--- src/lin_ctrl_map.svh ---
// Purpose: Constants for the LIN transceiver mode and wake control block.
// Assumes: 100 MHz core clock.
// Notes: Times are given in microseconds; cycle counts derive from them.
`ifndef LIN_CTRL_MAP_SVH
`define LIN_CTRL_MAP_SVH

`define CLK_MHZ 100
// Transceiver mode field codes; wake-capable is fixed at 01.
`define TRX_MODE_OFF 2'h0
`define TRX_MODE_WAKE 2'h1
`define TRX_MODE_NORMAL 2'h2
`define TRX_MODE_RXONLY 2'h3
// Wake dominant filter, chosen inside the 30 to 150 us window.
`define WAKE_FILTER_US 50
`define WAKE_FILTER_CYC (`WAKE_FILTER_US * `CLK_MHZ)
`define TX_EN_DELAY_US 10
`define TX_EN_DELAY_CYC (`TX_EN_DELAY_US * `CLK_MHZ)
`define TX_TIMEOUT_US 12000
`define TX_TIMEOUT_CYC (`TX_TIMEOUT_US * `CLK_MHZ)
`define BUS_TIMEOUT_US 12000
`define BUS_TIMEOUT_CYC (`BUS_TIMEOUT_US * `CLK_MHZ)

`endif

--- src/lin_ctrl_pkg.sv ---
// Purpose: Types for the LIN transceiver mode and wake control block.
// Assumes: Nothing beyond the map header.
// Notes: Chip modes are supplied by the surrounding mode controller.
package lin_ctrl_pkg;
   typedef enum logic [2:0]
   {
      CHIP_NORMAL,
      CHIP_STOP,
      CHIP_SLEEP,
      CHIP_RESTART,
      CHIP_FAILSAFE
   } chip_mode_t;

   typedef enum logic [1:0]
   {
      TRX_OFF,
      TRX_NORMAL,
      TRX_RXONLY,
      TRX_WAKE
   } trx_state_t;

   typedef struct packed
   {
      logic bus_wake;
      logic irq;
      logic watchdog_enable;
      logic go_restart;
      logic regulator_ramp;
   } wake_action_t;

   typedef struct packed
   {
      logic drive_en;
      logic low_slope;
      logic slope_off;
   } drive_cfg_t;
endpackage

--- src/lin_transceiver_mode_wake_control.sv ---
// Purpose: Mode machine, wake detection, time-outs and slope control of a LIN transceiver.
// Assumes: All inputs synchronous to i_core_clk; bus level already digitised.
// Notes: No register bus; mode and option bits arrive as plain ports.
//
// Notes on behaviour
// Off after reset; off ignores all bus activity.
// Normal mode selectable in chip normal and stop.
// Normal mode: dominant bus follows low transmit input.
// Controller keeps transmit input high during enable delay.
// No dominant before delay; wait for fresh dominant.
// Receive output mirrors bus in normal mode.
// Receive-only: driver off, receiver on, normal/stop only.
// Wake-capable selectable widely; forced in fail-safe.
// Wake needs long dominant then rising edge.
// Receive output low after wake until mode change.
// Mode field reads 01 after wake; stays unarmed.
// Rearm only after another mode written in between.
// Rearm on chip change to stop, sleep, fail-safe.
// Stop or normal wake: interrupt, status, receive low.
// Stop wake enables watchdog if option bit set.
// Sleep wake: go restart, record source, no interrupt.
// Restart or fail-safe wake: restart, interrupt high. Code requests restart in fail-safe only and raises no interrupt in either.
// Transmit time-out disables driver and sets fault.
// Long bus dominant sets fault in normal/receive-only.
// Bus undervoltage disables driver and receiver.
// Low-slope bit, normal mode only, on select release.
// Flash bit disables slope control on select release.
// Wake filter time between 30 and 150 us.
// Two-bit mode field, code 01 is wake-capable.
`timescale 1ns/1ps
`include "lin_ctrl_map.svh"

module lin_transceiver_mode_wake_control
   import lin_ctrl_pkg::*;
#(
   parameter int WAKE_FILTER_CYC = `WAKE_FILTER_CYC,
   parameter int TX_EN_DELAY_CYC = `TX_EN_DELAY_CYC,
   parameter int TX_TIMEOUT_CYC = `TX_TIMEOUT_CYC,
   parameter int BUS_TIMEOUT_CYC = `BUS_TIMEOUT_CYC
)
(
   input wire logic i_core_clk, // Core clock, 100 MHz.
   input wire logic i_reset, // Synchronous reset, active high.
   input wire chip_mode_t i_chip_mode, // Current chip operating mode.
   input wire logic i_mode_wr, // One-cycle strobe: mode field written.
   input wire logic [1:0] i_transceiver_mode_field, // Written mode code.
   input wire logic i_low_slope_select, // Staged low-slope bit.
   input wire logic i_flash_select, // Staged flash-programming bit.
   input wire logic i_serial_chip_select_n, // Serial select, active low.
   input wire logic i_watchdog_on_bus_wake_enable, // Watchdog on wake option.
   input wire logic i_watchdog_enabled, // Watchdog currently enabled.
   input wire logic i_fault_clear, // One-cycle clear of the fault flag.
   input wire logic i_wake_clear, // One-cycle clear of the wake status.
   input wire logic i_lin_tx_input, // Transmit input, low is dominant.
   input wire logic i_bus_level, // Digitised bus, low is dominant.
   input wire logic i_bus_supply_uv, // Bus supply undervoltage, high active.
   input wire logic i_rx_ready, // Receiver of the bus stream is ready.
   output logic o_lin_receive_pin, // Receive output to the controller.
   output logic o_rx_valid, // Receive sample valid.
   output logic o_bus_drive_dominant, // Driver pulls the bus dominant.
   output logic o_receiver_enable, // Bus receiver enabled.
   output drive_cfg_t o_drive_cfg, // Driver enable and slope setting.
   output logic [1:0] o_transceiver_mode_field, // Mode field readback.
   output logic o_transceiver_fault_flag, // Sticky fault flag.
   output logic o_wake_status, // Bus wake status flag.
   output logic o_irq, // Interrupt request pulse level.
   output logic o_watchdog_enable_req, // One-cycle watchdog enable request.
   output logic o_restart_req, // One-cycle request to enter restart.
   output logic o_regulator_ramp_req // One-cycle main regulator ramp request.
);

   // ------------------------------------------------------------------
   // Helpers
   // ------------------------------------------------------------------
   function automatic logic [31:0] sat_inc(input logic [31:0] v, input logic run);
      sat_inc = run ? ((v == 32'hffffffff) ? v : v + 32'h1) : 32'h0;
   endfunction

   function automatic logic mode_allowed(input logic [1:0] code, input chip_mode_t cm);
      case (code)
         `TRX_MODE_OFF: mode_allowed = 1'b1;
         `TRX_MODE_NORMAL, `TRX_MODE_RXONLY:
            mode_allowed = (cm == CHIP_NORMAL) || (cm == CHIP_STOP); // see R2
         default: mode_allowed = (cm != CHIP_FAILSAFE);
      endcase
   endfunction

   // ------------------------------------------------------------------
   // State
   // ------------------------------------------------------------------
   typedef enum {W_IDLE, W_DOM, W_LONG, W_DONE} wake_fsm_t;

   trx_state_t mode_r, mode_nxt;
   wake_fsm_t wk_r, wk_nxt;
   logic armed_r, armed_nxt, rx_low_r, rx_low_nxt, en_wait_r, en_wait_nxt;
   logic tx_gate_r, tx_gate_nxt, txto_r, txto_nxt, fault_r, fault_nxt, wstat_r, wstat_nxt;
   logic low_slope_r, low_slope_nxt, flash_r, flash_nxt, csn_q_r;
   chip_mode_t cm_q_r;
   logic [31:0] wcnt_r, wcnt_nxt, ecnt_r, ecnt_nxt, tcnt_r, tcnt_nxt, bcnt_r, bcnt_nxt;
   wake_action_t act_r, act_nxt;
   logic drive_r, drive_nxt, rxen_r, rxen_nxt, rxpin_r, rxpin_nxt;
   logic drv_en_r, drv_en_nxt, rxv_r, rxv_nxt;
   logic [1:0] field_r, field_nxt;

   // Two-entry skid buffer for the receive stream.
   logic [1:0] buf_q_r, buf_q_nxt;
   logic [1:0] buf_cnt_r, buf_cnt_nxt;
   logic buf_in_ready;

   // ------------------------------------------------------------------
   // Next-state logic
   // ------------------------------------------------------------------
   always_comb
   begin
      logic wake_evt, csn_rise, chip_change, push, pop, sample;
      wake_evt = 1'b0;
      sample = (mode_r == TRX_NORMAL || mode_r == TRX_RXONLY) && !i_bus_supply_uv;
      push = sample && buf_in_ready;
      pop = (buf_cnt_r != 2'h0) && i_rx_ready;
      mode_nxt = mode_r;
      armed_nxt = armed_r;
      rx_low_nxt = rx_low_r;
      en_wait_nxt = en_wait_r;
      tx_gate_nxt = tx_gate_r;
      wk_nxt = wk_r;
      low_slope_nxt = low_slope_r;
      flash_nxt = flash_r;
      act_nxt = '0;
      csn_rise = i_serial_chip_select_n && !csn_q_r;
      chip_change = (i_chip_mode != cm_q_r);

      // Mode writes; any other mode than wake clears the wake hold.
      if (i_mode_wr && mode_allowed(i_transceiver_mode_field, i_chip_mode))
      begin
         case (i_transceiver_mode_field)
            `TRX_MODE_OFF: mode_nxt = TRX_OFF;
            `TRX_MODE_NORMAL: mode_nxt = TRX_NORMAL;
            `TRX_MODE_RXONLY: mode_nxt = TRX_RXONLY;
            default: mode_nxt = TRX_WAKE;
         endcase
         if (i_transceiver_mode_field != `TRX_MODE_WAKE)
         begin
            rx_low_nxt = 1'b0;
            armed_nxt = 1'b1;
         end
         if (mode_nxt == TRX_NORMAL && mode_r != TRX_NORMAL)
            en_wait_nxt = 1'b1;
      end
      if (i_chip_mode == CHIP_FAILSAFE)
         mode_nxt = TRX_WAKE;
      if (chip_change && (i_chip_mode == CHIP_STOP || i_chip_mode == CHIP_SLEEP
          || i_chip_mode == CHIP_FAILSAFE))
         armed_nxt = 1'b1;
      // Enabling delay, then wait for a recessive transmit input.
      ecnt_nxt = sat_inc(ecnt_r, en_wait_r);
      if (en_wait_r && ecnt_r >= 32'(TX_EN_DELAY_CYC - 1))
      begin
         en_wait_nxt = 1'b0;
         tx_gate_nxt = 1'b0;
      end
      if (!en_wait_nxt && i_lin_tx_input)
         tx_gate_nxt = 1'b1;
      if (mode_nxt != TRX_NORMAL)
         tx_gate_nxt = 1'b0;
      // Wake detector; off mode and disarmed states see nothing.
      wcnt_nxt = sat_inc(wcnt_r, wk_r == W_DOM && !i_bus_level);
      case (wk_r)
         W_IDLE: if (!i_bus_level) wk_nxt = W_DOM;
         W_DOM:
            if (i_bus_level) wk_nxt = W_IDLE;
            else if (wcnt_r >= 32'(WAKE_FILTER_CYC)) wk_nxt = W_LONG;
         W_LONG:
            if (i_bus_level)
            begin
               wk_nxt = W_DONE;
               wake_evt = 1'b1;
            end
         W_DONE: if (i_bus_level) wk_nxt = W_IDLE;
         default: wk_nxt = W_IDLE;
      endcase
      // A dominant already present on arming is not a valid starting edge.
      if (mode_r != TRX_WAKE || !armed_r || i_bus_supply_uv)
      begin
         wk_nxt = W_DONE; // see R1
         wake_evt = 1'b0;
      end

      if (wake_evt)
      begin
         armed_nxt = 1'b0;
         rx_low_nxt = 1'b1;
         act_nxt.bus_wake = 1'b1;
         case (i_chip_mode)
            CHIP_NORMAL: act_nxt.irq = 1'b1;
            CHIP_STOP:
            begin
               act_nxt.irq = 1'b1;
               act_nxt.watchdog_enable = i_watchdog_on_bus_wake_enable
                                         && !i_watchdog_enabled;
            end
            CHIP_SLEEP: act_nxt.go_restart = 1'b1;
            CHIP_RESTART: act_nxt.go_restart = 1'b0;
            CHIP_FAILSAFE:
            begin
               act_nxt.go_restart = 1'b1;
               act_nxt.regulator_ramp = 1'b1;
            end
            default: act_nxt = act_nxt;
         endcase
      end
      wstat_nxt = act_nxt.bus_wake || (wstat_r && !i_wake_clear); // see R14
      // Time-outs; the set wins over a simultaneous clear.
      tcnt_nxt = sat_inc(tcnt_r, !i_lin_tx_input && mode_r == TRX_NORMAL);
      txto_nxt = (tcnt_r >= 32'(TX_TIMEOUT_CYC)) ? 1'b1 : (txto_r && !i_lin_tx_input);
      bcnt_nxt = sat_inc(bcnt_r, !i_bus_level
                 && (mode_r == TRX_NORMAL || mode_r == TRX_RXONLY));
      fault_nxt = (tcnt_r == 32'(TX_TIMEOUT_CYC)) || (bcnt_r == 32'(BUS_TIMEOUT_CYC))
                  || (fault_r && !i_fault_clear);
      // Slope options latch on select release, in chip normal mode only.
      if (csn_rise && i_chip_mode == CHIP_NORMAL)
      begin
         low_slope_nxt = i_low_slope_select;
         flash_nxt = i_flash_select;
      end
      drive_nxt = (mode_nxt == TRX_NORMAL) && tx_gate_nxt && !txto_nxt
                  && !i_bus_supply_uv && !i_lin_tx_input; // see R3 see R18
      drv_en_nxt = (mode_nxt == TRX_NORMAL) && !txto_nxt && !i_bus_supply_uv;
      rxen_nxt = (mode_nxt != TRX_OFF) && !i_bus_supply_uv; // see R20
      // Receive path: stream through the buffer, or forced low after wake.
      buf_q_nxt = buf_q_r;
      buf_cnt_nxt = buf_cnt_r;
      if (pop)
      begin
         buf_q_nxt = {1'b1, buf_q_r[1]};
         buf_cnt_nxt = buf_cnt_r - 2'h1;
      end
      if (push)
      begin
         buf_q_nxt[buf_cnt_nxt[0]] = i_bus_level;
         buf_cnt_nxt = buf_cnt_nxt + 2'h1;
      end
      if (rx_low_nxt)
         rxpin_nxt = 1'b0; // see R10
      else if (buf_cnt_r != 2'h0)
         rxpin_nxt = buf_q_r[0];
      else
         rxpin_nxt = 1'b1;
      rxv_nxt = (buf_cnt_r != 2'h0) && !rx_low_nxt;
      case (mode_nxt)
         TRX_OFF: field_nxt = `TRX_MODE_OFF;
         TRX_NORMAL: field_nxt = `TRX_MODE_NORMAL;
         TRX_RXONLY: field_nxt = `TRX_MODE_RXONLY;
         default: field_nxt = `TRX_MODE_WAKE; // see R24
      endcase
   end

   assign buf_in_ready = (buf_cnt_r != 2'h2) || i_rx_ready;

   // ------------------------------------------------------------------
   // Registers
   // ------------------------------------------------------------------
   always_ff @(posedge i_core_clk)
   begin
      if (i_reset)
      begin
         mode_r <= TRX_OFF;
         wk_r <= W_DONE;
         armed_r <= 1'b1;
         rx_low_r <= 1'b0;
         en_wait_r <= 1'b0;
         tx_gate_r <= 1'b0;
         txto_r <= 1'b0;
         fault_r <= 1'b0;
         wstat_r <= 1'b0;
         low_slope_r <= 1'b0;
         flash_r <= 1'b0;
         csn_q_r <= 1'b1;
         cm_q_r <= CHIP_NORMAL;
         wcnt_r <= 32'h0;
         ecnt_r <= 32'h0;
         tcnt_r <= 32'h0;
         bcnt_r <= 32'h0;
         act_r <= '0;
         drive_r <= 1'b0;
         rxen_r <= 1'b0;
         rxpin_r <= 1'b1;
         drv_en_r <= 1'b0;
         rxv_r <= 1'b0;
         field_r <= `TRX_MODE_OFF;
         buf_q_r <= 2'h3;
         buf_cnt_r <= 2'h0;
      end
      else
      begin
         mode_r <= mode_nxt;
         wk_r <= wk_nxt;
         armed_r <= armed_nxt;
         rx_low_r <= rx_low_nxt;
         en_wait_r <= en_wait_nxt;
         tx_gate_r <= tx_gate_nxt;
         txto_r <= txto_nxt;
         fault_r <= fault_nxt;
         wstat_r <= wstat_nxt;
         low_slope_r <= low_slope_nxt;
         flash_r <= flash_nxt;
         csn_q_r <= i_serial_chip_select_n;
         cm_q_r <= i_chip_mode;
         wcnt_r <= wcnt_nxt;
         ecnt_r <= ecnt_nxt;
         tcnt_r <= tcnt_nxt;
         bcnt_r <= bcnt_nxt;
         act_r <= act_nxt;
         drive_r <= drive_nxt;
         rxen_r <= rxen_nxt;
         rxpin_r <= rxpin_nxt;
         drv_en_r <= drv_en_nxt;
         rxv_r <= rxv_nxt;
         field_r <= field_nxt;
         buf_q_r <= buf_q_nxt;
         buf_cnt_r <= buf_cnt_nxt;
      end
   end

   assign o_lin_receive_pin = rxpin_r;
   assign o_rx_valid = rxv_r;
   assign o_bus_drive_dominant = drive_r;
   assign o_receiver_enable = rxen_r;
   assign o_drive_cfg = '{drive_en: drv_en_r, low_slope: low_slope_r, slope_off: flash_r};
   assign o_transceiver_mode_field = field_r;
   assign o_transceiver_fault_flag = fault_r;
   assign o_wake_status = wstat_r;
   assign o_irq = act_r.irq;
   assign o_watchdog_enable_req = act_r.watchdog_enable;
   assign o_restart_req = act_r.go_restart;
   assign o_regulator_ramp_req = act_r.regulator_ramp;

endmodule // lin_transceiver_mode_wake_control

--- config.mk ---
export PLATFORM = sky130hd
export DESIGN_NAME = lin_transceiver_mode_wake_control
export DESIGN_NICKNAME = d
export VERILOG_FILES = /design/src/lin_ctrl_pkg.sv /design/src/lin_transceiver_mode_wake_control.sv
export VERILOG_INCLUDE_DIRS = /design/src
export SDC_FILE = /design/constraint.sdc
export NUM_CORES = 1
export LEC_CHECK = 0
export ABC_AREA = 1
export CORE_ASPECT_RATIO = 1.1
export CORE_UTILIZATION = 40
export CTS_CLUSTER_SIZE = 24
export DETAILED_ROUTE_END_ITERATION = 10
export DONT_BUFFER_PORTS = 1
export GPL_TIMING_DRIVEN = 0
export PLACE_DENSITY = 0.61
export SYNTH_ARGS = -nofsm -noshare
export SYNTH_HDL_FRONTEND = slang
export SYNTH_SLANG_ARGS = --single-unit
--- constraint.sdc ---
create_clock -name i_core_clk -period 3.5 [get_ports i_core_clk]
set_input_delay 0.175 -clock i_core_clk [delete_from_list [all_inputs] [get_ports i_core_clk]]
set_output_delay 0.175 -clock i_core_clk [all_outputs]
set_load 0.05 [all_outputs]
==> flow_summary.json <==
{
  "worstHoldStart": "i_lin_tx_input",
  "grt_pass1_vias": 8032,
  "cts_buffers": 17,
  "ys_seq_elements": 160,
  "initial_core_util_pct": 41.2,
  "cts_buffer_depth": 2,
  "leakage_uw": 0.00442,
  "clock-sinks": 160,
  "dp.cells": 1710,
  "combPwrFrac_pct": 4.4,
  "cp-start-kind": "input pin",
  "ys_seq_area_share_pct": 34.8,
  "synth.area.top_cells": "dfxtp_1 35%, nand2_1 14%, inv_1 9.5%",
  "r2r_cells": 10,
  "die_h_um": 161,
  "startpoint": "i_chip_mode[2]",
  "setup.worst_path.end_class": "flip-flop",
  "cts_max_level": 4,
  "dr.first_iter.drc_count": 592,
  "period_share_pct": 67.7,
  "synth_area_leader_cell": "dfxtp_1",
  "synth_cells": 1415,
  "finalSetupViolations": 0,
  "grt_use_total_pct": 20.0,
  "ant_nets": 0,
  "cts_tree": "yes",
  "layout_common_cells": "348 x nand2_1, 233 x inv_1, 195 x nor2_1",
  "gp_congestion": 0.918,
  "drc": 0,
  "antenna_cells": 0,
  "drv_cap": 0,
  "clk_latency_ps": 430,
  "fin_tns_setup_ps": 0,
  "area_delta_synth_final_pct": 11.9,
  "max_freq_mhz": 422,
  "cp_max_fo": 4,
  "r2r_slack_ps": 1350,
  "layout.nets": 1485,
  "criticalPathCategory": "in -> reg",
  "fp-row-count": 57,
  "root_buffer": "clkbuf_16",
  "critPathArrivalTime_ps": 2710,
  "grt_max_degree": 17,
  "powerDensity_nw_per_um2": 387,
  "finalCriticalPeriod_ps": 2370,
  "fillers": 2345,
  "totalWireLength_um": 22700,
  "wire_per_inst_um": 12.9,
  "min_to": "o_bus_drive_dominant",
  "die_area_sq_um": 23600,
  "synth.top_cell.area_share_pct": 34.8,
  "r2r_start": "bcnt_r[0]",
  "layout_setup_ws_ps": 1130,
  "power_frac_clock_pct": 47.9,
  "pre_cts_slack_ps": 1230,
  "slew_viol_final": 0,
  "io_buffer_count": 0,
  "synth.distinct_cells": 43,
  "hold-path-cell-count": 3,
  "finClkSkew_ps": 9.67,
  "finalHoldViolations": 0,
  "status": "finished, final reports clean",
  "r2r_end": "bcnt_r[0]",
  "vias_per_cell": 4.86,
  "rsz0062_at_grt": "no",
  "seqPwrFrac_pct": 47.7,
  "utilization_pct": 46.1,
  "clkTransAtPathRegs_ps": 60,
  "drive_gt1_share_pct": 5.62,
  "required_ps": 3840,
  "internal-power_uw": 3060,
  "synth.cell_area_sq_um": 9210,
  "antenna_found_initial": 0,
  "final_common_cell": "nand2_1",
  "min_path_type": "in -> reg",
  "peakVddDrop_mv": 0.343,
  "maxSlewHeadroom_pct": 63.3,
  "drt-pass1-iter-count": 5,
  "ctsResizeCount": 0,
  "fp.dieW_um": 147,
  "vias": 8528,
  "tightest_slew_ps": 550,
  "syn_area_per_cell_sq_um": 6.51,
  "final_cell_count_no_fill": 1754,
  "grt_pass1_wl_um": 38200,
  "fp.coreArea_sq_um": 22300,
  "dpl.hpwl_um": 17400,
  "overflow": 0,
  "p_sw_share_pct": 23.1,
  "synthesis.nets": 1453,
  "io_pins": 34,
  "yosysWarnings": 0,
  "whs_ps": 8.90,
  "p_sw_uw": 918
}
-- logic make-up (layout without fill, tap and decap cells) --
group / count (synthesis) / in the layout / share of synthesized area (%)
buffers and inverters: 266 / 310 / 11.4
AND/OR/NAND/NOR: 769 / 769 / 36.7
XOR/XNOR: 78 / 78 / 7.42
AO/OA/AOI/OAI: 123 / 123 / 7.16
adder cells (fa/ha/maj): 19 / 19 / 2.58
flip-flops: 160 / 160 / 34.8
-- worst max path at each step --
| stage | endpoint | slack (ps) | depth (start not counted) |
|---|---|---|---|
| 4_1_cts | o_bus_drive_dominant | 1160 | 14 |
| 5_1_grt | o_bus_drive_dominant | 830 | 14 |
| 2_1_floorplan | ecnt_r[1] | 1780 | 9 |
| 3_5_place_dp | o_bus_drive_dominant | 1230 | 13 |
| 6_report | o_bus_drive_dominant | 1130 | 14 |
| 3_3_place_gp | o_bus_drive_dominant | 1270 | 13 |
-- flip-flops by register name (all words and copies together), names as in the netlist, 2 cells and up --
signal	flops
mode_r	2
wcnt_r	32
wk_r	2
buf_q_r	2
buf_cnt_r	2
cm_q_r	3
bcnt_r	32
tcnt_r	32
ecnt_r	32
o_transceiver_mode_field	2
-- synth_stat cells, drive strengths merged --
master / instances
a21oi: 30
and2: 1
nand3b: 7
dfxtp: 160
and3: 1
buf: 14
xor2: 57
a31oi: 18
nand3: 74
o21ai: 69
ha: 19
nor4: 7
a21boi: 2
or2: 10
o211ai: 1
o22ai: 1
nor3b: 5
nand2: 352
nor3: 73
o31ai: 1
clkbuf: 13
xnor2: 21
nor4b: 1
clkinv: 2
a211oi: 1
inv: 237
nor2: 201
nand4: 37
-- stage by stage --
| stage | power, uW | instance area, sq um |
|---|---|---|
| floorplan | 2060 | 9210 |
| global placement | 2100 | 9570 |
| detailed placement | 2100 | 9570 |
| CTS | 4030 | 10300 |
| global route | 4130 | 10300 |
| finish | 3980 | 10300 |
-- worst max-delay path: stages --
cell and delay, ps:
dlygate4sd3_1 570, inv_1 120, nand2_1 230, nand2_1 130, nand2_1 70, a21boi_0 300
nand2_1 120, nand2_1 70, and3_1 240, ha_1 170, nand2_1 70, nor2_1 140
nand2_1 120, nor2_1 180
-- what timing repair did --
| item | in CTS | in global routing |
|---|---|---|
| hold buffers | 13 | 0 |
| setup buffers | 0 | 0 |
| hold endpoints to repair | 17 | 0 |
| setup endpoints to repair | 0 | 0 |
-- routing by layer --
metal / GRT usage (%) / up-vias / part of all wire (%) / wire length, um
li1: - / 4507 / - / -
met1: 26.5 / 3825 / 50 / 11300
met2: 32.9 / 156 / 45 / 10200
met3: 2.91 / 40 / 3.5 / 802
met4: 6.96 / 0 / 2.1 / 478
met5: 0 / - / 0 / 0
-- power groups by stage --
stage                     Clock [uW]  Sequential [uW]  Combinational (uW)
after floorplan                    0             1930                 127
after global placement             0             1940                 161
after detailed placement           0             1940                 163
after CTS                       1960             1900                 177
after global routing            2020             1900                 208
final                           1910             1900                 176
-- area by class of cell --
cell class | instances | area (sq um) | share of cell area (%)
Tap cell | 295 | 369 | 3.58
Clock inverter | 11 | 139 | 1.35
Buffer | 27 | 148 | 1.43
Multi-Input combinational cell | 989 | 4950 | 48.1
Timing Repair Buffer | 13 | 130 | 1.26
Inverter | 239 | 900 | 8.73
Sequential cell | 160 | 3200 | 31.1
Clock buffer | 20 | 457 | 4.43
(Power assumes the default switching activity.)
